===== config.mk =====
export PLATFORM = sky130hd
export DESIGN_NAME = epb_core
export DESIGN_NICKNAME = d
export VERILOG_FILES = /design/src/rtl/epb_pkg.sv /design/src/rtl/epb_core.sv /design/src/rtl/epb_hold_delay.sv /design/src/rtl/epb_pullup.sv
export SDC_FILE = /design/constraint.sdc
export NUM_CORES = 1
export LEC_CHECK = 0
export ABC_CLOCK_PERIOD_IN_PS = 2900
export BUFFER_PORTS_ARGS = -buffer_cell sky130_fd_sc_hd__buf_2
export CORE_UTILIZATION = 38
export CTS_CLUSTER_DIAMETER = 80
export CTS_CLUSTER_SIZE = 24
export DETAILED_ROUTE_END_ITERATION = 16
export PLACE_DENSITY = 0.82
export REMOVE_ABC_BUFFERS = 1
export SYNTH_ARGS = -nofsm -noshare
export SYNTH_HDL_FRONTEND = slang
export SYNTH_SLANG_ARGS = --single-unit
export TNS_END_PERCENT = 30

===== constraint.sdc =====
create_clock -name core_clk -period 2.9 [get_ports core_clk]
set_clock_uncertainty 0.05 [all_clocks]
set_input_delay 0 -clock core_clk [delete_from_list [all_inputs] [get_ports core_clk]]
set_output_delay 0 -clock core_clk [all_outputs]
set_load 0.01 [all_outputs]

===== src/rtl/epb_pkg.sv =====
/*
 * Shared constants for the emulation pod bus behaviour block.
 * Assumes a single 20 MHz core clock and synchronous active-low reset.
 */
package epb_pkg;
    localparam int CLK_MHZ = 20;
    localparam int ADDR_W = 20;
    localparam int DATA_W = 16;
    localparam logic [7:0] BREAK_OPCODE = 8'h00;
    localparam logic [19:0] VEC_DEBUG_LO = 20'hFFFF4;
    localparam logic [19:0] VEC_STEP_LO = 20'hFFFEC;
    localparam logic [19:0] VEC_BREAK_LO = 20'hFFFE4;
    localparam logic [19:0] VEC_SPAN_MASK = 20'hFFFFC;
    localparam logic [15:0] VEC_FILL = 16'hFFFF;
    // Extra hold latency is 2.5 cycles; counted in half cycles, rounded up to 3 edges.
    localparam int HOLD_EXTRA_HALF = 5;
    localparam int HOLD_EXTRA_CYC = (HOLD_EXTRA_HALF + 1) / 2;
    localparam int PORT_GROUPS = 11;
    localparam int PULL_FIRST_LIVE = 6;
    localparam logic [10:0] PULL_LIVE_MASK = 11'h7C0;

    typedef enum logic [1:0] {
        EPB_AREA_SFR,
        EPB_AREA_INT,
        EPB_AREA_EXT
    } epb_area_t;

    typedef enum logic [2:0] {
        EPB_HALTED,
        EPB_RUN,
        EPB_STOP,
        EPB_WAIT,
        EPB_STEP_ISR
    } epb_state_t;

    function automatic logic epb_is_reserved_vec(input logic [19:0] a);
        logic [19:0] base;
        base = a & VEC_SPAN_MASK;
        return (base == VEC_DEBUG_LO) || (base == VEC_STEP_LO) || (base == VEC_BREAK_LO);
    endfunction
endpackage


===== src/rtl/epb_core.sv =====
/*
 * Emulation pod external bus behaviour: run/halt tracking, bus pin
 * control per access area, interrupt and hold gating, reserved vectors,
 * software breaks, write-protect and pull-up control.
 * Assumes all inputs are synchronous to core_clk; the data bus is split
 * into input, output and enable, the wire is resolved outside.
 */
// Summary of operation
// - Software break fetch returns opcode 00.
// - No software break in external map.
// - Accept NMI only while running.
// - Step onto match halts after return.
// - Debugger-set protect bit stays protected.
// - Pull-ups live only for groups 6-10.
// - Pod oscillator runs through stop.
// - Low port hold lags 3 cycles (2.5 rounded up).
// - Reserved vectors hide downloaded data.
// - SFR access in run: no strobes, ALE pulses.
// - Stop: hold address, strobes high.
// - Wait: hold address, strobes high.
// - Halted: drive read strobe, write high.
`timescale 1ns/1ns
module epb_core
    import epb_pkg::*;
#(
    parameter int AW = ADDR_W,
    parameter int DW = DATA_W
) (
    input wire logic core_clk,
    input wire logic reset_n,
    input wire logic go_cmd,
    input wire logic halt_cmd,
    input wire logic step_cmd,
    input wire logic stop_enter,
    input wire logic wait_enter,
    input wire logic wake,
    input wire logic match_irq_entry,
    input wire logic match_irq_return,
    input wire logic insn_done,
    input wire logic access_valid,
    input wire logic access_write,
    input wire logic access_fetch,
    input wire logic [AW-1:0] access_addr,
    input wire logic access_upper,
    input wire logic [DW-1:0] access_wdata,
    input wire logic map_external_attr,
    input wire logic map_sfr,
    input wire logic [DW-1:0] mem_rdata,
    input wire logic soft_break_hit,
    input wire logic sw_break_arm,
    input wire logic [DW-1:0] data_in,
    input wire logic nmi_n,
    input wire logic hold_n,
    input wire logic pod_osc_sel,
    input wire logic core_clk_gate_req,
    input wire logic protect_set,
    input wire logic protect_set_debug,
    input wire logic protect_use,
    input wire logic pull_wr,
    input wire logic [PORT_GROUPS-1:0] pull_wdata,
    output logic running,
    output logic nmi_accept,
    output logic hold_low_ports,
    output logic hold_high_ports,
    output logic osc_run,
    output logic port_serial_write_protect,
    output logic protect_write_ok,
    output logic [DW-1:0] read_data,
    output logic sw_break_taken,
    output logic [AW-1:0] addr_out,
    output logic upper_byte_strobe_n,
    output logic [DW-1:0] data_out,
    output logic data_oe,
    output logic rd_n,
    output logic wr_n,
    output logic cs_n,
    output logic ale,
    output logic [PORT_GROUPS-1:0] pull_rdata,
    output logic [PORT_GROUPS-1:0] pull_enable
);
    epb_state_t state;
    epb_state_t next_state;
    logic hold_gated;
    logic hold_arrived;
    logic step_pending;
    logic isr_seen;
    logic protect_clean;

    // Run/halt state.
    always_comb begin
        next_state = state;
        unique case (state)
            EPB_HALTED: begin
                if (go_cmd) next_state = EPB_RUN;
                else if (step_cmd) next_state = EPB_RUN;
            end
            EPB_RUN: begin
                if (halt_cmd) next_state = EPB_HALTED;
                else if (step_pending && match_irq_entry) next_state = EPB_STEP_ISR;
                else if (step_pending && insn_done) next_state = EPB_HALTED;
                else if (stop_enter) next_state = EPB_STOP;
                else if (wait_enter) next_state = EPB_WAIT;
            end
            EPB_STOP, EPB_WAIT: begin
                if (halt_cmd) next_state = EPB_HALTED;
                else if (wake) next_state = EPB_RUN;
            end
            EPB_STEP_ISR: begin
                if (halt_cmd) next_state = EPB_HALTED;
                else if (isr_seen && insn_done) next_state = EPB_HALTED;
            end
        endcase
    end

    always_ff @(posedge core_clk) begin
        if (!reset_n) begin
            state <= EPB_HALTED;
        end else begin
            state <= next_state;
        end
    end

    always_ff @(posedge core_clk) begin
        if (!reset_n) begin
            step_pending <= 1'b0;
            isr_seen <= 1'b0;
        end else begin
            if (state == EPB_HALTED && step_cmd && !go_cmd) step_pending <= 1'b1;
            else if (next_state == EPB_HALTED) step_pending <= 1'b0;
            if (state != EPB_STEP_ISR) isr_seen <= 1'b0;
            else if (match_irq_return) isr_seen <= 1'b1;
        end
    end

    assign running = (state != EPB_HALTED);

    // Target interrupt and hold only count while the program executes.
    assign nmi_accept = running && !nmi_n;
    assign hold_gated = running && !hold_n;
    assign hold_high_ports = hold_gated;

    epb_hold_delay u_hold_delay (
        .core_clk(core_clk),
        .reset_n(reset_n),
        .hold_in(hold_gated),
        .hold_out(hold_arrived)
    );
    assign hold_low_ports = hold_arrived && hold_gated;

    // Pod oscillator ignores the stop-mode gate.
    assign osc_run = pod_osc_sel || !core_clk_gate_req;

    // Protect bit: only a clean run-time set releases protection.
    always_ff @(posedge core_clk) begin
        if (!reset_n) begin
            port_serial_write_protect <= 1'b0;
            protect_clean <= 1'b0;
        end else begin
            if (protect_set || protect_set_debug) port_serial_write_protect <= 1'b1;
            else if (protect_use) port_serial_write_protect <= 1'b0;
            // A window set, a step or any halt before use keeps the protection.
            if (protect_set_debug) begin
                protect_clean <= 1'b0;
            end else if (protect_set) begin
                protect_clean <= (state == EPB_RUN) && !step_pending && !halt_cmd;
            end else if (halt_cmd || !running || protect_use) begin
                protect_clean <= 1'b0;
            end
        end
    end
    assign protect_write_ok = port_serial_write_protect && protect_clean;

    // Read path: reserved vectors and software break substitution.
    always_ff @(posedge core_clk) begin
        if (!reset_n) begin
            read_data <= '0;
            sw_break_taken <= 1'b0;
        end else begin
            sw_break_taken <= 1'b0;
            if (access_valid && !access_write) begin
                if (epb_is_reserved_vec(access_addr)) begin
                    read_data <= VEC_FILL;
                end else if (access_fetch && soft_break_hit && sw_break_arm
                             && !map_external_attr && running) begin
                    read_data <= {{(DW-8){1'b0}}, BREAK_OPCODE};
                    sw_break_taken <= 1'b1;
                end else if (map_external_attr) begin
                    read_data <= data_in;
                end else begin
                    read_data <= mem_rdata;
                end
            end
        end
    end

    // External bus pins.
    always_ff @(posedge core_clk) begin
        if (!reset_n) begin
            addr_out <= '0;
            upper_byte_strobe_n <= 1'b1;
            data_out <= '0;
            data_oe <= 1'b0;
            rd_n <= 1'b1;
            wr_n <= 1'b1;
            cs_n <= 1'b1;
            ale <= 1'b0;
        end else begin
            unique case (state)
                EPB_STOP, EPB_WAIT: begin
                    data_oe <= 1'b0;
                    rd_n <= 1'b1;
                    wr_n <= 1'b1;
                    ale <= 1'b1;
                end
                EPB_HALTED: begin
                    data_oe <= 1'b0;
                    wr_n <= 1'b1;
                    if (access_valid) begin
                        addr_out <= access_addr;
                        upper_byte_strobe_n <= !access_upper;
                    end
                    rd_n <= !(access_valid && !access_write);
                    cs_n <= !(access_valid && map_external_attr);
                    ale <= access_valid;
                end
                EPB_RUN, EPB_STEP_ISR: begin
                    ale <= access_valid;
                    if (access_valid) begin
                        addr_out <= access_addr;
                        upper_byte_strobe_n <= !access_upper;
                    end
                    if (access_valid && map_external_attr && !map_sfr) begin
                        data_out <= access_wdata;
                        data_oe <= access_write;
                        rd_n <= access_write;
                        wr_n <= !access_write;
                        cs_n <= 1'b0;
                    end else begin
                        data_oe <= 1'b0;
                        rd_n <= 1'b1;
                        wr_n <= 1'b1;
                        cs_n <= 1'b1;
                    end
                end
            endcase
        end
    end

    epb_pullup u_pullup (
        .core_clk(core_clk),
        .reset_n(reset_n),
        .pull_wr(pull_wr),
        .pull_wdata(pull_wdata),
        .pull_rdata(pull_rdata),
        .pull_enable(pull_enable)
    );
endmodule


===== src/rtl/epb_hold_delay.sv =====
/*
 * Delays the hold acceptance for emulated port groups 0 to 5.
 * Assumes the hold request is already gated by run state.
 */
`timescale 1ns/1ns
module epb_hold_delay
    import epb_pkg::*;
#(
    parameter int DELAY = HOLD_EXTRA_CYC
) (
    input wire logic core_clk,
    input wire logic reset_n,
    input wire logic hold_in,
    output logic hold_out
);
    logic [DELAY-1:0] pipe;

    always_ff @(posedge core_clk) begin
        if (!reset_n) begin
            pipe <= '0;
        end else begin
            pipe <= {pipe[DELAY-2:0], hold_in};
        end
    end

    assign hold_out = pipe[DELAY-1];
endmodule


===== src/rtl/epb_pullup.sv =====
/*
 * Pull-up control register for all port groups.
 * Assumes writes are single-cycle strobes from the core.
 */
`timescale 1ns/1ns
module epb_pullup
    import epb_pkg::*;
#(
    parameter int GROUPS = PORT_GROUPS
) (
    input wire logic core_clk,
    input wire logic reset_n,
    input wire logic pull_wr,
    input wire logic [GROUPS-1:0] pull_wdata,
    output logic [GROUPS-1:0] pull_rdata,
    output logic [GROUPS-1:0] pull_enable
);
    always_ff @(posedge core_clk) begin
        if (!reset_n) begin
            pull_rdata <= '0;
        end else if (pull_wr) begin
            pull_rdata <= pull_wdata;
        end
    end

    // Only the groups wired to real pull-ups respond.
    assign pull_enable = pull_rdata & PULL_LIVE_MASK;
endmodule


==> metrics.cfg, run 1 <==
[cells_and_area]
regArea_sq_um=1600
drive_gt1_frac=0.362
area_delta_synth_final_pct=53.5
final_common_cell=buf_2
layout_common_cells=187 x buf_2, 80 x dfxtp_1, 67 x dlygate4sd3_1
n_antenna_cell=0
nNetsFinal=722
nFillCells=663
multiInputGateArea_sq_um=1520
design_area_sq_um=5080

[sta]
fin_crit_sh=0.759
hold_viol=0
clock.fmax_mhz=454
rsz0062_at_grt=no
finalSetupViolations=0
relSlewSlack=0.371
final.setup.tns_ns=0
fin_crit_ns=2.20
tightestPinTransition_ns=0.943
slew_viol_final=0

[synth]
yosysWarnings=0
synth_area_per_cell_sq_um=8.80
yosys_register_bits=80
synth_top_cell_area_share=0.484
postSynthCellCount=376
netlist_area_sq_um=3310
synth.distinct_cells=41
netlist.top_cell.by_area=dfxtp_1
yosys-top-cells-area=dfxtp_1 48%, mux2i_1 8.2%, nand2_1 7.0%
seq_area_frac_synth=0.484

[clock_network]
clkLatencyLatePin_ns=0.34
ctsResizeCount=0
numCtsBuffers=9
cts_root_buffer=clkbuf_8
clk_pin_slew_ns=0.08
cts_tree=yes
clock-sinks=80
clock_path_buffers=2
htreeDepth=3

[die]
initial_utilization=0.397
io-pin-count=194
num_rows=33
core_area_sq_um=8340
die_h_microns=95.3
die_w_microns=95.3
dieArea_sq_um=9090

[placed_design]
place.gp.congestion=0.911
dpl_cell_area_sq_um=4240
portBuffers=187
dp_hpwl_microns=6610

[power]
seqPwrFrac=0.507
p_switching_mw=0.645
swShare=0.277
p_int_mw=1.68
p_leak_nw=2.59
ir_worst_vdd_mv=0.309
powerDensity_nw_per_um2=458
comb_power_share=0.181
pwr-share-clk=0.312

[detailed_routing]
via_per_inst=4.98
drt_iter0_markers=106
detail-route-antenna-nets=0
drc=0
wl_microns=10500
vias=3616
post_drt_wl_per_cell_microns=14.5
firstDrtPassIters=5

[worst_setup_path]
cpMaxStageDelayCell=or4_1
crit_buf_inv=0
crit_fanout=17
path_cells=xnor2_1 -> or4_1 -> mux2i_1 -> nor2_1
arrival_ns=2.35
slowest_delay_ns=0.85
required_ns=3.05
r2r-start=state[2]
crit_type=reg -> reg
crit_start=state[2]
end_kind=flip-flop
critPathLaunchType=flip-flop
crit_family=simple AND/OR/NAND/NOR gates

[global_route]
grt_max_degree=56
grt_pass1_vias=3444
grt_pass1_wl_microns=15500
overflow=0
track_usage=0.222
antenna_found_initial=0

[run_status]
status=finished, final reports clean

[hold_path]
hold_path.class=in -> reg
worstHoldStart=data_in[12]

[job]
max_cap_violations=0

==> cells in the mapped netlist <==
cell	n
or3b_1	1
o21a_1	2
nand4_1	4
nand3b_1	1
nor2b_1	2
nand2b_1	4
dfxtp_1	80
mux2i_1	27
a221oi_1	1
buf_1	4
o22ai_1	3
nor3_1	8
nand4_2	1
a2111oi_0	1
buf_6	1
xnor2_1	1
or3_1	1
or2_2	1
buf_2	4
and3_1	1
a21o_1	1
mux2_2	16
o21ai_0	20
maj3_1	2
and2_1	6
a21oi_1	42
or4_1	1
nor3b_1	2
or4b_2	1
inv_1	4
nand3_1	1
conb_1	1
a21boi_1	1
buf_4	13
a31oi_1	1
nor2_1	37
o211ai_1	2
clkbuf_1	12
o32ai_1	2
nand2_1	62
o2bb2ai_1	1
==> layer usage <==
layer,part of all wire,global-route usage,vias up
met1,0.40,0.251,1655
met4,0.031,0.104,0
met2,0.50,0.393,193
met5,0,0,-
met3,0.070,0.0502,30
li1,-,-,1738
==> through the flow <==
step / utilization / hold WS, ns / worst slack [ns] / instances / total power, mW
floorplan: - / -0.00247 / 1.04 / 347 / 1.36
global placement: 0.508 / 0.138 / 0.876 / 643 / 1.53
detailed placement: 0.508 / 0.136 / 0.783 / 643 / 1.54
CTS: 0.609 / 0.000754 / 0.742 / 726 / 2.34
global route: 0.609 / 0.0362 / 0.557 / 726 / 2.44
finish: 0.609 / 0.0225 / 0.699 / 726 / 2.33
==> tightest hold or removal path: cells and delay by family <==
kind	cells	cell delay, ns
muxes	1	0.13
and+or+nand+nor	1	0.05
buffers and inverters	1	0.08
AOI/OAI and AO/OA	1	0.12
==> power by group through the flow <==
stage	Combinational (mW)	Sequential, mW	Clock [mW]
floorplan	0.134	1.23	0
global placement	0.332	1.20	0
detailed placement	0.340	1.20	0
CTS	0.412	1.18	0.752
global route	0.461	1.19	0.796
finish	0.421	1.18	0.727
==> repair_timing <==
item,in CTS,in global routing
buffers inserted,0,0
endpoints found under the hold margin,61,0
setup endpoints to repair,0,0
hold buffers,67,0
==> layout make-up <==
| cell class | instances | share of cell area |
|---|---|---|
| timing repair buffer | 258 | 0.322 |
| sequential | 80 | 0.315 |
| multi-input combinational | 263 | 0.300 |
| tap | 105 | 0.0259 |
| clock buffer | 10 | 0.0251 |
| clock inverter | 6 | 0.00887 |
| inverter | 4 | 0.00296 |
==> flip-flops by register name, indices dropped and copies added (netlist names) <==
register / count
addr_out: 20
data_out: 16
read_data: 16
u_pullup.pull_rdata: 11
state: 3
u_hold_delay.pipe: 3
ale: 1
cs_n: 1
data_oe: 1
isr_seen: 1
port_serial_write_protect: 1
protect_clean: 1
rd_n: 1
step_pending: 1
sw_break_taken: 1
upper_byte_strobe_n: 1
wr_n: 1
==> path summary, 6_finish.rpt <==
kind	cells after the start	slack [ns]	end
max	4	0.70	data_out[13]
min	4	0.02	read_data[12]
max reg2reg	4	0.70	data_out[13]
min reg2reg	1	0.39	u_hold_delay.pipe[2]
==> logic make-up after synthesis <==
| kind of cell | synth area share |
|---|---|
| multiplexers | 0.136 |
| AND/OR/NAND/NOR | 0.180 |
| flip-flops | 0.484 |
| XOR/XNOR | 0.00265 |
| adder cells (fa/ha/maj) | 0.00605 |
| other | 0.00113 |
| buffers and inverters | 0.0616 |
| AO/OA/AOI/OAI | 0.128 |
Note: power is estimated with default switching activity, not from simulation.
==> run 2, diff against run 1 <==
--- a/config.mk
+++ b/config.mk
@@ -5,13 +5,14 @@
 export SDC_FILE = /design/constraint.sdc
 export NUM_CORES = 1
 export LEC_CHECK = 0
-export ABC_CLOCK_PERIOD_IN_PS = 2900
+export ABC_AREA = 1
+export ABC_CLOCK_PERIOD_IN_PS = 2250
 export BUFFER_PORTS_ARGS = -buffer_cell sky130_fd_sc_hd__buf_2
 export CORE_UTILIZATION = 38
 export CTS_CLUSTER_DIAMETER = 80
 export CTS_CLUSTER_SIZE = 24
 export DETAILED_ROUTE_END_ITERATION = 16
-export PLACE_DENSITY = 0.82
+export PLACE_DENSITY = 0.81
 export REMOVE_ABC_BUFFERS = 1
 export SYNTH_ARGS = -nofsm -noshare
 export SYNTH_HDL_FRONTEND = slang
==> constraint.sdc (replaced) <==
create_clock -name core_clk -period 2.25 [get_ports core_clk]
set_clock_uncertainty 0.05 [all_clocks]
set_input_delay 0 -clock core_clk [delete_from_list [all_inputs] [get_ports core_clk]]
set_output_delay 0 -clock core_clk [all_outputs]
set_load 0.01 [all_outputs]
==> metrics.cfg, run 2 <==
[clock_network]
clk_pin_slew_ns=0.09
clock-sinks=80
cts_tree=yes
htreeDepth=3
ctsResizeCount=0
clock_path_buffers=2
clkLatencyLatePin_ns=0.34
numCtsBuffers=9
cts_root_buffer=clkbuf_8

[detailed_routing]
drt_iter0_markers=110
drc=0
vias=4194
detail-route-antenna-nets=0
post_drt_wl_per_cell_microns=13.5
via_per_inst=4.87
wl_microns=11600
firstDrtPassIters=5

[cells_and_area]
area_delta_synth_final_pct=59.6
top_register=addr_out
nNetsFinal=855
top_regs=addr_out: 20 flops, data_out: 16 flops, read_data: 16 flops
layout_common_cells=187 x buf_2, 118 x nor2_1, 92 x dlygate4sd3_1
nFillCells=725
largest_reg_flops=20
drive_gt1_frac=0.301
n_antenna_cell=0
final_common_cell=buf_2
design_area_sq_um=5500

[synth]
yosys-top-cells-area=dfxtp_1 46%, nor2_1 13%, o21ai_0 9.9%
synth_compound_area_frac=0.162
netlist.top_cell.by_area=dfxtp_1
synth.distinct_cells=32
synth_xor_area_frac=0
yosys-mux-area-fraction=0
synth_top_family_by_area=simple AND/OR/NAND/NOR gates
yosys_most_used_dff=dfxtp_1
seq_area_frac_synth=0.465
yosysWarnings=0
synth.most_common_cell=nor2_1
netlist_area_sq_um=3450
synthTopCellsByCount=118 x nor2_1, 80 x dfxtp_1, 68 x o21ai_0, 57 x nand2_1, 49 x inv_1
synth_edf_count=0
yosys.area_share.simple=0.254
yosys_register_bits=80
postSynthCellCount=481
synth_top_cell_area_share=0.465
async_reset_ff_frac=0
synth_adder_area_share=0
synth_area_per_cell_sq_um=7.17

[sta]
slew_viol_final=0
hold_viol=0
rsz0062_at_grt=no
clock.fmax_mhz=480
final.setup.tns_ns=0
fin_crit_sh=0.927
finalWorstSetupSlack_ns=0.165
finalSetupViolations=0
tightestPinTransition_ns=0.826
relSlewSlack=0.449
hold_ws_ns=0.0106
fin_crit_ns=2.08

[worst_setup_path]
cpMaxStageDelayCell=dlygate4sd3_1
crit_type=reg -> reg
critPathLaunchType=flip-flop
crit_fanout=15
arrival_ns=2.33
required_ns=2.49
end_kind=flip-flop
slowest_delay_ns=0.56
path_cells=nor2_2 -> inv_2 -> nor2_4 -> nor3_4 -> buf_12 -> a21oi_1 -> dlygate4sd3_1 -> o21ai_0 -> inv_1

[job]
max_cap_violations=0

[global_route]
grt_pass1_wl_microns=18400
overflow=0
grt_pass1_vias=4170
grt_max_degree=56
antenna_found_initial=0
track_usage=0.238

[die]
initial_utilization=0.393
die_h_microns=97.2
dieArea_sq_um=9460
num_rows=34
io-pin-count=194
die_w_microns=97.2
core_area_sq_um=8760

[placed_design]
dpl_cell_area_sq_um=4360
portBuffers=187
post-place-ws_ns=0.494
place.gp.congestion=0.909
dp_hpwl_microns=7070

[power]
report.power.total_mw=3.34
ir_worst_vdd_mv=0.406
powerDensity_nw_per_um2=607
p_leak_nw=2.94

[hold_path]
hold_path.class=in -> reg

[run_status]
status=finished, final reports clean

-- run 2: cell types whose count changed after synthesis, moves of 5 or more --
cell | before | now
nor2_1 | 37 | 118
o21ai_0 | 20 | 68
inv_1 | 4 | 49
mux2i_1 | 27 | 0
mux2_2 | 16 | 0
a21oi_1 | 42 | 30
nand3_1 | 1 | 11
and2_1 | 6 | 0
nor3_1 | 8 | 2
nand2_1 | 62 | 57
nor2_2 | 0 | 5
-- run 2: logic make-up after synthesis --
logic type	count (synthesis)
and+or+nand+nor	207
AOI/OAI and AO/OA	107
buffers and inverters	86
DFF	80
other	1
-- run 2: critical path, delay by kind of cell (launching register included) --
kind | cells | cell delay [ns]
buffers and inverters | 4 | 0.86
and+or+nand+nor | 3 | 0.54
DFF | 1 | 0.37
AOI/OAI and AO/OA | 2 | 0.21
-- run 2: metrics by stage --
step / utilization / std cells
2_1_floorplan: - / 454
3_3_place_gp: 0.498 / 752
3_5_place_dp: 0.498 / 752
4_1_cts: 0.625 / 860
5_1_grt: 0.628 / 862
6_report: 0.628 / 862
-- run 2: final cells by class --
cell class	count	area, sq um	area share
Timing Repair Buffer	284	1910	0.347
Sequential cell	80	1600	0.291
Multi-Input combinational cell	320	1460	0.265
Inverter	54	210	0.0382
Tap cell	108	135	0.0246
Clock buffer	9	124	0.0225
Clock inverter	7	66.3	0.0121
-- run 2: layer usage --
metal | vias to the layer above | share of wire | GRT usage
met2 | 195 | 0.52 | 0.444
met5 | - | 0 | 0
li1 | 2042 | - | -
met1 | 1909 | 0.38 | 0.244
met4 | 0 | 0.041 | 0.133
met3 | 48 | 0.059 | 0.0532
-- run 2: path summary, 6_finish.rpt --
check                        from  depth (start not counted)  slack (ns)                    to
max reg2reg              state[0]                          9        0.17         read_data[11]
max                      state[0]                          9        0.17         read_data[11]
min reg2reg  u_hold_delay.pipe[1]                          2        0.37  u_hold_delay.pipe[2]
min                  mem_rdata[9]                          5        0.01          read_data[9]
-- run 2: repair_timing --
| action | 4_1_cts | 5_1_grt |
|---|---|---|
| setup endpoints to repair | 0 | 7 |
| setup buffers | 0 | 2 |
| hold buffers | 92 | 0 |
| endpoints found under the hold margin | 72 | 0 |
-- run 2: report_power, final --
part           switching (mW)  internal, mW  leakage, nW
Combinational           0.378         0.347         2.18
Clock                   0.612         0.437       0.0995
Sequential             0.0533          1.51        0.658
Total                    1.04          2.29         2.94
==> run 3, diff against run 2 <==
--- a/config.mk
+++ b/config.mk
@@ -8,6 +8,7 @@
 export ABC_AREA = 1
 export ABC_CLOCK_PERIOD_IN_PS = 2250
 export BUFFER_PORTS_ARGS = -buffer_cell sky130_fd_sc_hd__buf_2
+export CORE_ASPECT_RATIO = 1.1
 export CORE_UTILIZATION = 38
 export CTS_CLUSTER_DIAMETER = 80
 export CTS_CLUSTER_SIZE = 24
==> metrics.cfg, run 3 (synthesized netlist as in run 2, its figures left out) <==
[sta]
rsz0062_at_grt=no
fin_crit_sh=0.921
fin_crit_ns=2.07
clock.fmax_mhz=483
hold_viol=0
relSlewSlack=0.464
tightestPinTransition_ns=0.803
hold_ws_ns=0.0287
slew_viol_final=0
final.setup.tns_ns=0
finalSetupViolations=0

[clock_network]
clkLatencyLatePin_ns=0.34
cts_tree=yes
clock-sinks=80
clk_pin_slew_ns=0.08
numCtsBuffers=9
clock_path_buffers=2
cts_root_buffer=clkbuf_8
htreeDepth=3
ctsResizeCount=0
post_cts_buffers=0
ctsHoldBuffers=95

[die]
num_rows=36
core_area_sq_um=8830
dieArea_sq_um=9460
die_w_microns=92.8
io-pin-count=194
initial_utilization=0.390
die_h_microns=102

[cells_and_area]
top_regs=addr_out: 20 flops, data_out: 16 flops, read_data: 16 flops
final_util=0.630
largest_reg_flops=20
final_common_cell=buf_2
nNetsFinal=857
drive_gt1_frac=0.296
top_register=addr_out
layout_common_cells=187 x buf_2, 118 x nor2_1, 95 x dlygate4sd3_1
area_delta_synth_final_pct=61.4
final_cells=871

[power]
ir_worst_vdd_mv=0.284
p_leak_nw=2.97
powerDensity_nw_per_um2=631

[global_route]
antenna_found_initial=0
grt_pass1_vias=4333
overflow=0
grt_max_degree=34
track_usage=0.257
grt_pass1_wl_microns=19100

[detailed_routing]
firstDrtPassIters=5
drc=0
drt_iter0_markers=157
via_per_inst=4.89
vias=4257
post_drt_wl_per_cell_microns=13.6
wl_microns=11900
detail-route-antenna-nets=0

[placed_design]
dp_hpwl_microns=7130
place.gp.congestion=0.837
portBuffers=187
dp_cells=759

[worst_setup_path]
crit_buf_inv=4
path_cells=nor2_2 -> inv_2 -> nor2_4 -> nor3_4 -> buf_4 -> a21oi_1 -> dlygate4sd3_1 -> o21ai_0 -> inv_1
r2r-start=state[0]
end_kind=flip-flop
crit_fanout=17
crit_type=reg -> reg
crit_family=buffers and inverters
required_ns=2.49
cpMaxStageDelayCell=dlygate4sd3_1
slowest_delay_ns=0.56
crit_start=state[0]
critPathLaunchType=flip-flop
arrival_ns=2.31

[run_status]
status=finished, final reports clean

[hold_path]
worstHoldStart=data_in[9]
hold_path.class=in -> reg

[job]
max_cap_violations=0

==> run 3: cell count changes in the layout (fill, tap and decap cells not counted), sizes merged <==
cell / before / now
inv: 61 / 54
clkbuf: 9 / 14
buf: 192 / 191
diode: 0 / 1
dlygate4sd3: 92 / 95
bufinv: 0 / 2
==> run 3: final timing paths <==
kind / end / slack, ns / cells after the start
max: read_data[2] / 0.18 / 9
max reg2reg: read_data[2] / 0.18 / 9
min: read_data[9] / 0.03 / 5
min reg2reg: u_hold_delay.pipe[1] / 0.37 / 2
==> run 3: area by class of cell <==
cell class                      instances  area, sq um
Multi-Input combinational cell        320         1460
Timing Repair Buffer                  286         1920
Clock buffer                           14          173
Clock inverter                          2         60.1
Fill cell                             712         3270
Sequential cell                        80         1600
Antenna cell                            1         2.50
Inverter                               54          210
Tap cell                              114          143
==> run 3: metrics by stage <==
stage	worst slack (ns)	power (mW)	area (sq um)
floorplan	0.789	1.89	3270
global placement	0.652	2.14	4380
detailed placement	0.510	2.17	4380
CTS	0.203	3.51	5560
global route	0.0289	3.70	5560
finish	0.179	3.51	5560
==> run 3: layer usage <==
metal | global-route usage | part of all wire | vias to the layer above
met4 | 0.195 | 0.051 | 0
met5 | 0 | 0 | -
met3 | 0.0536 | 0.066 | 58
met1 | 0.254 | 0.36 | 1934
met2 | 0.471 | 0.52 | 216
li1 | - | - | 2049
==> run 3: worst min-delay path, cell delays in order <==
cell	delay, ns
buf_2	0.08
nand2_1	0.05
a21oi_1	0.12
o21ai_0	0.09
inv_1	0.06
==> run 3: power by group <==
part           total (mW)  internal [mW]  switching (mW)
registers            1.57           1.51          0.0571
clock network        1.21          0.718           0.496
logic               0.730          0.350           0.380
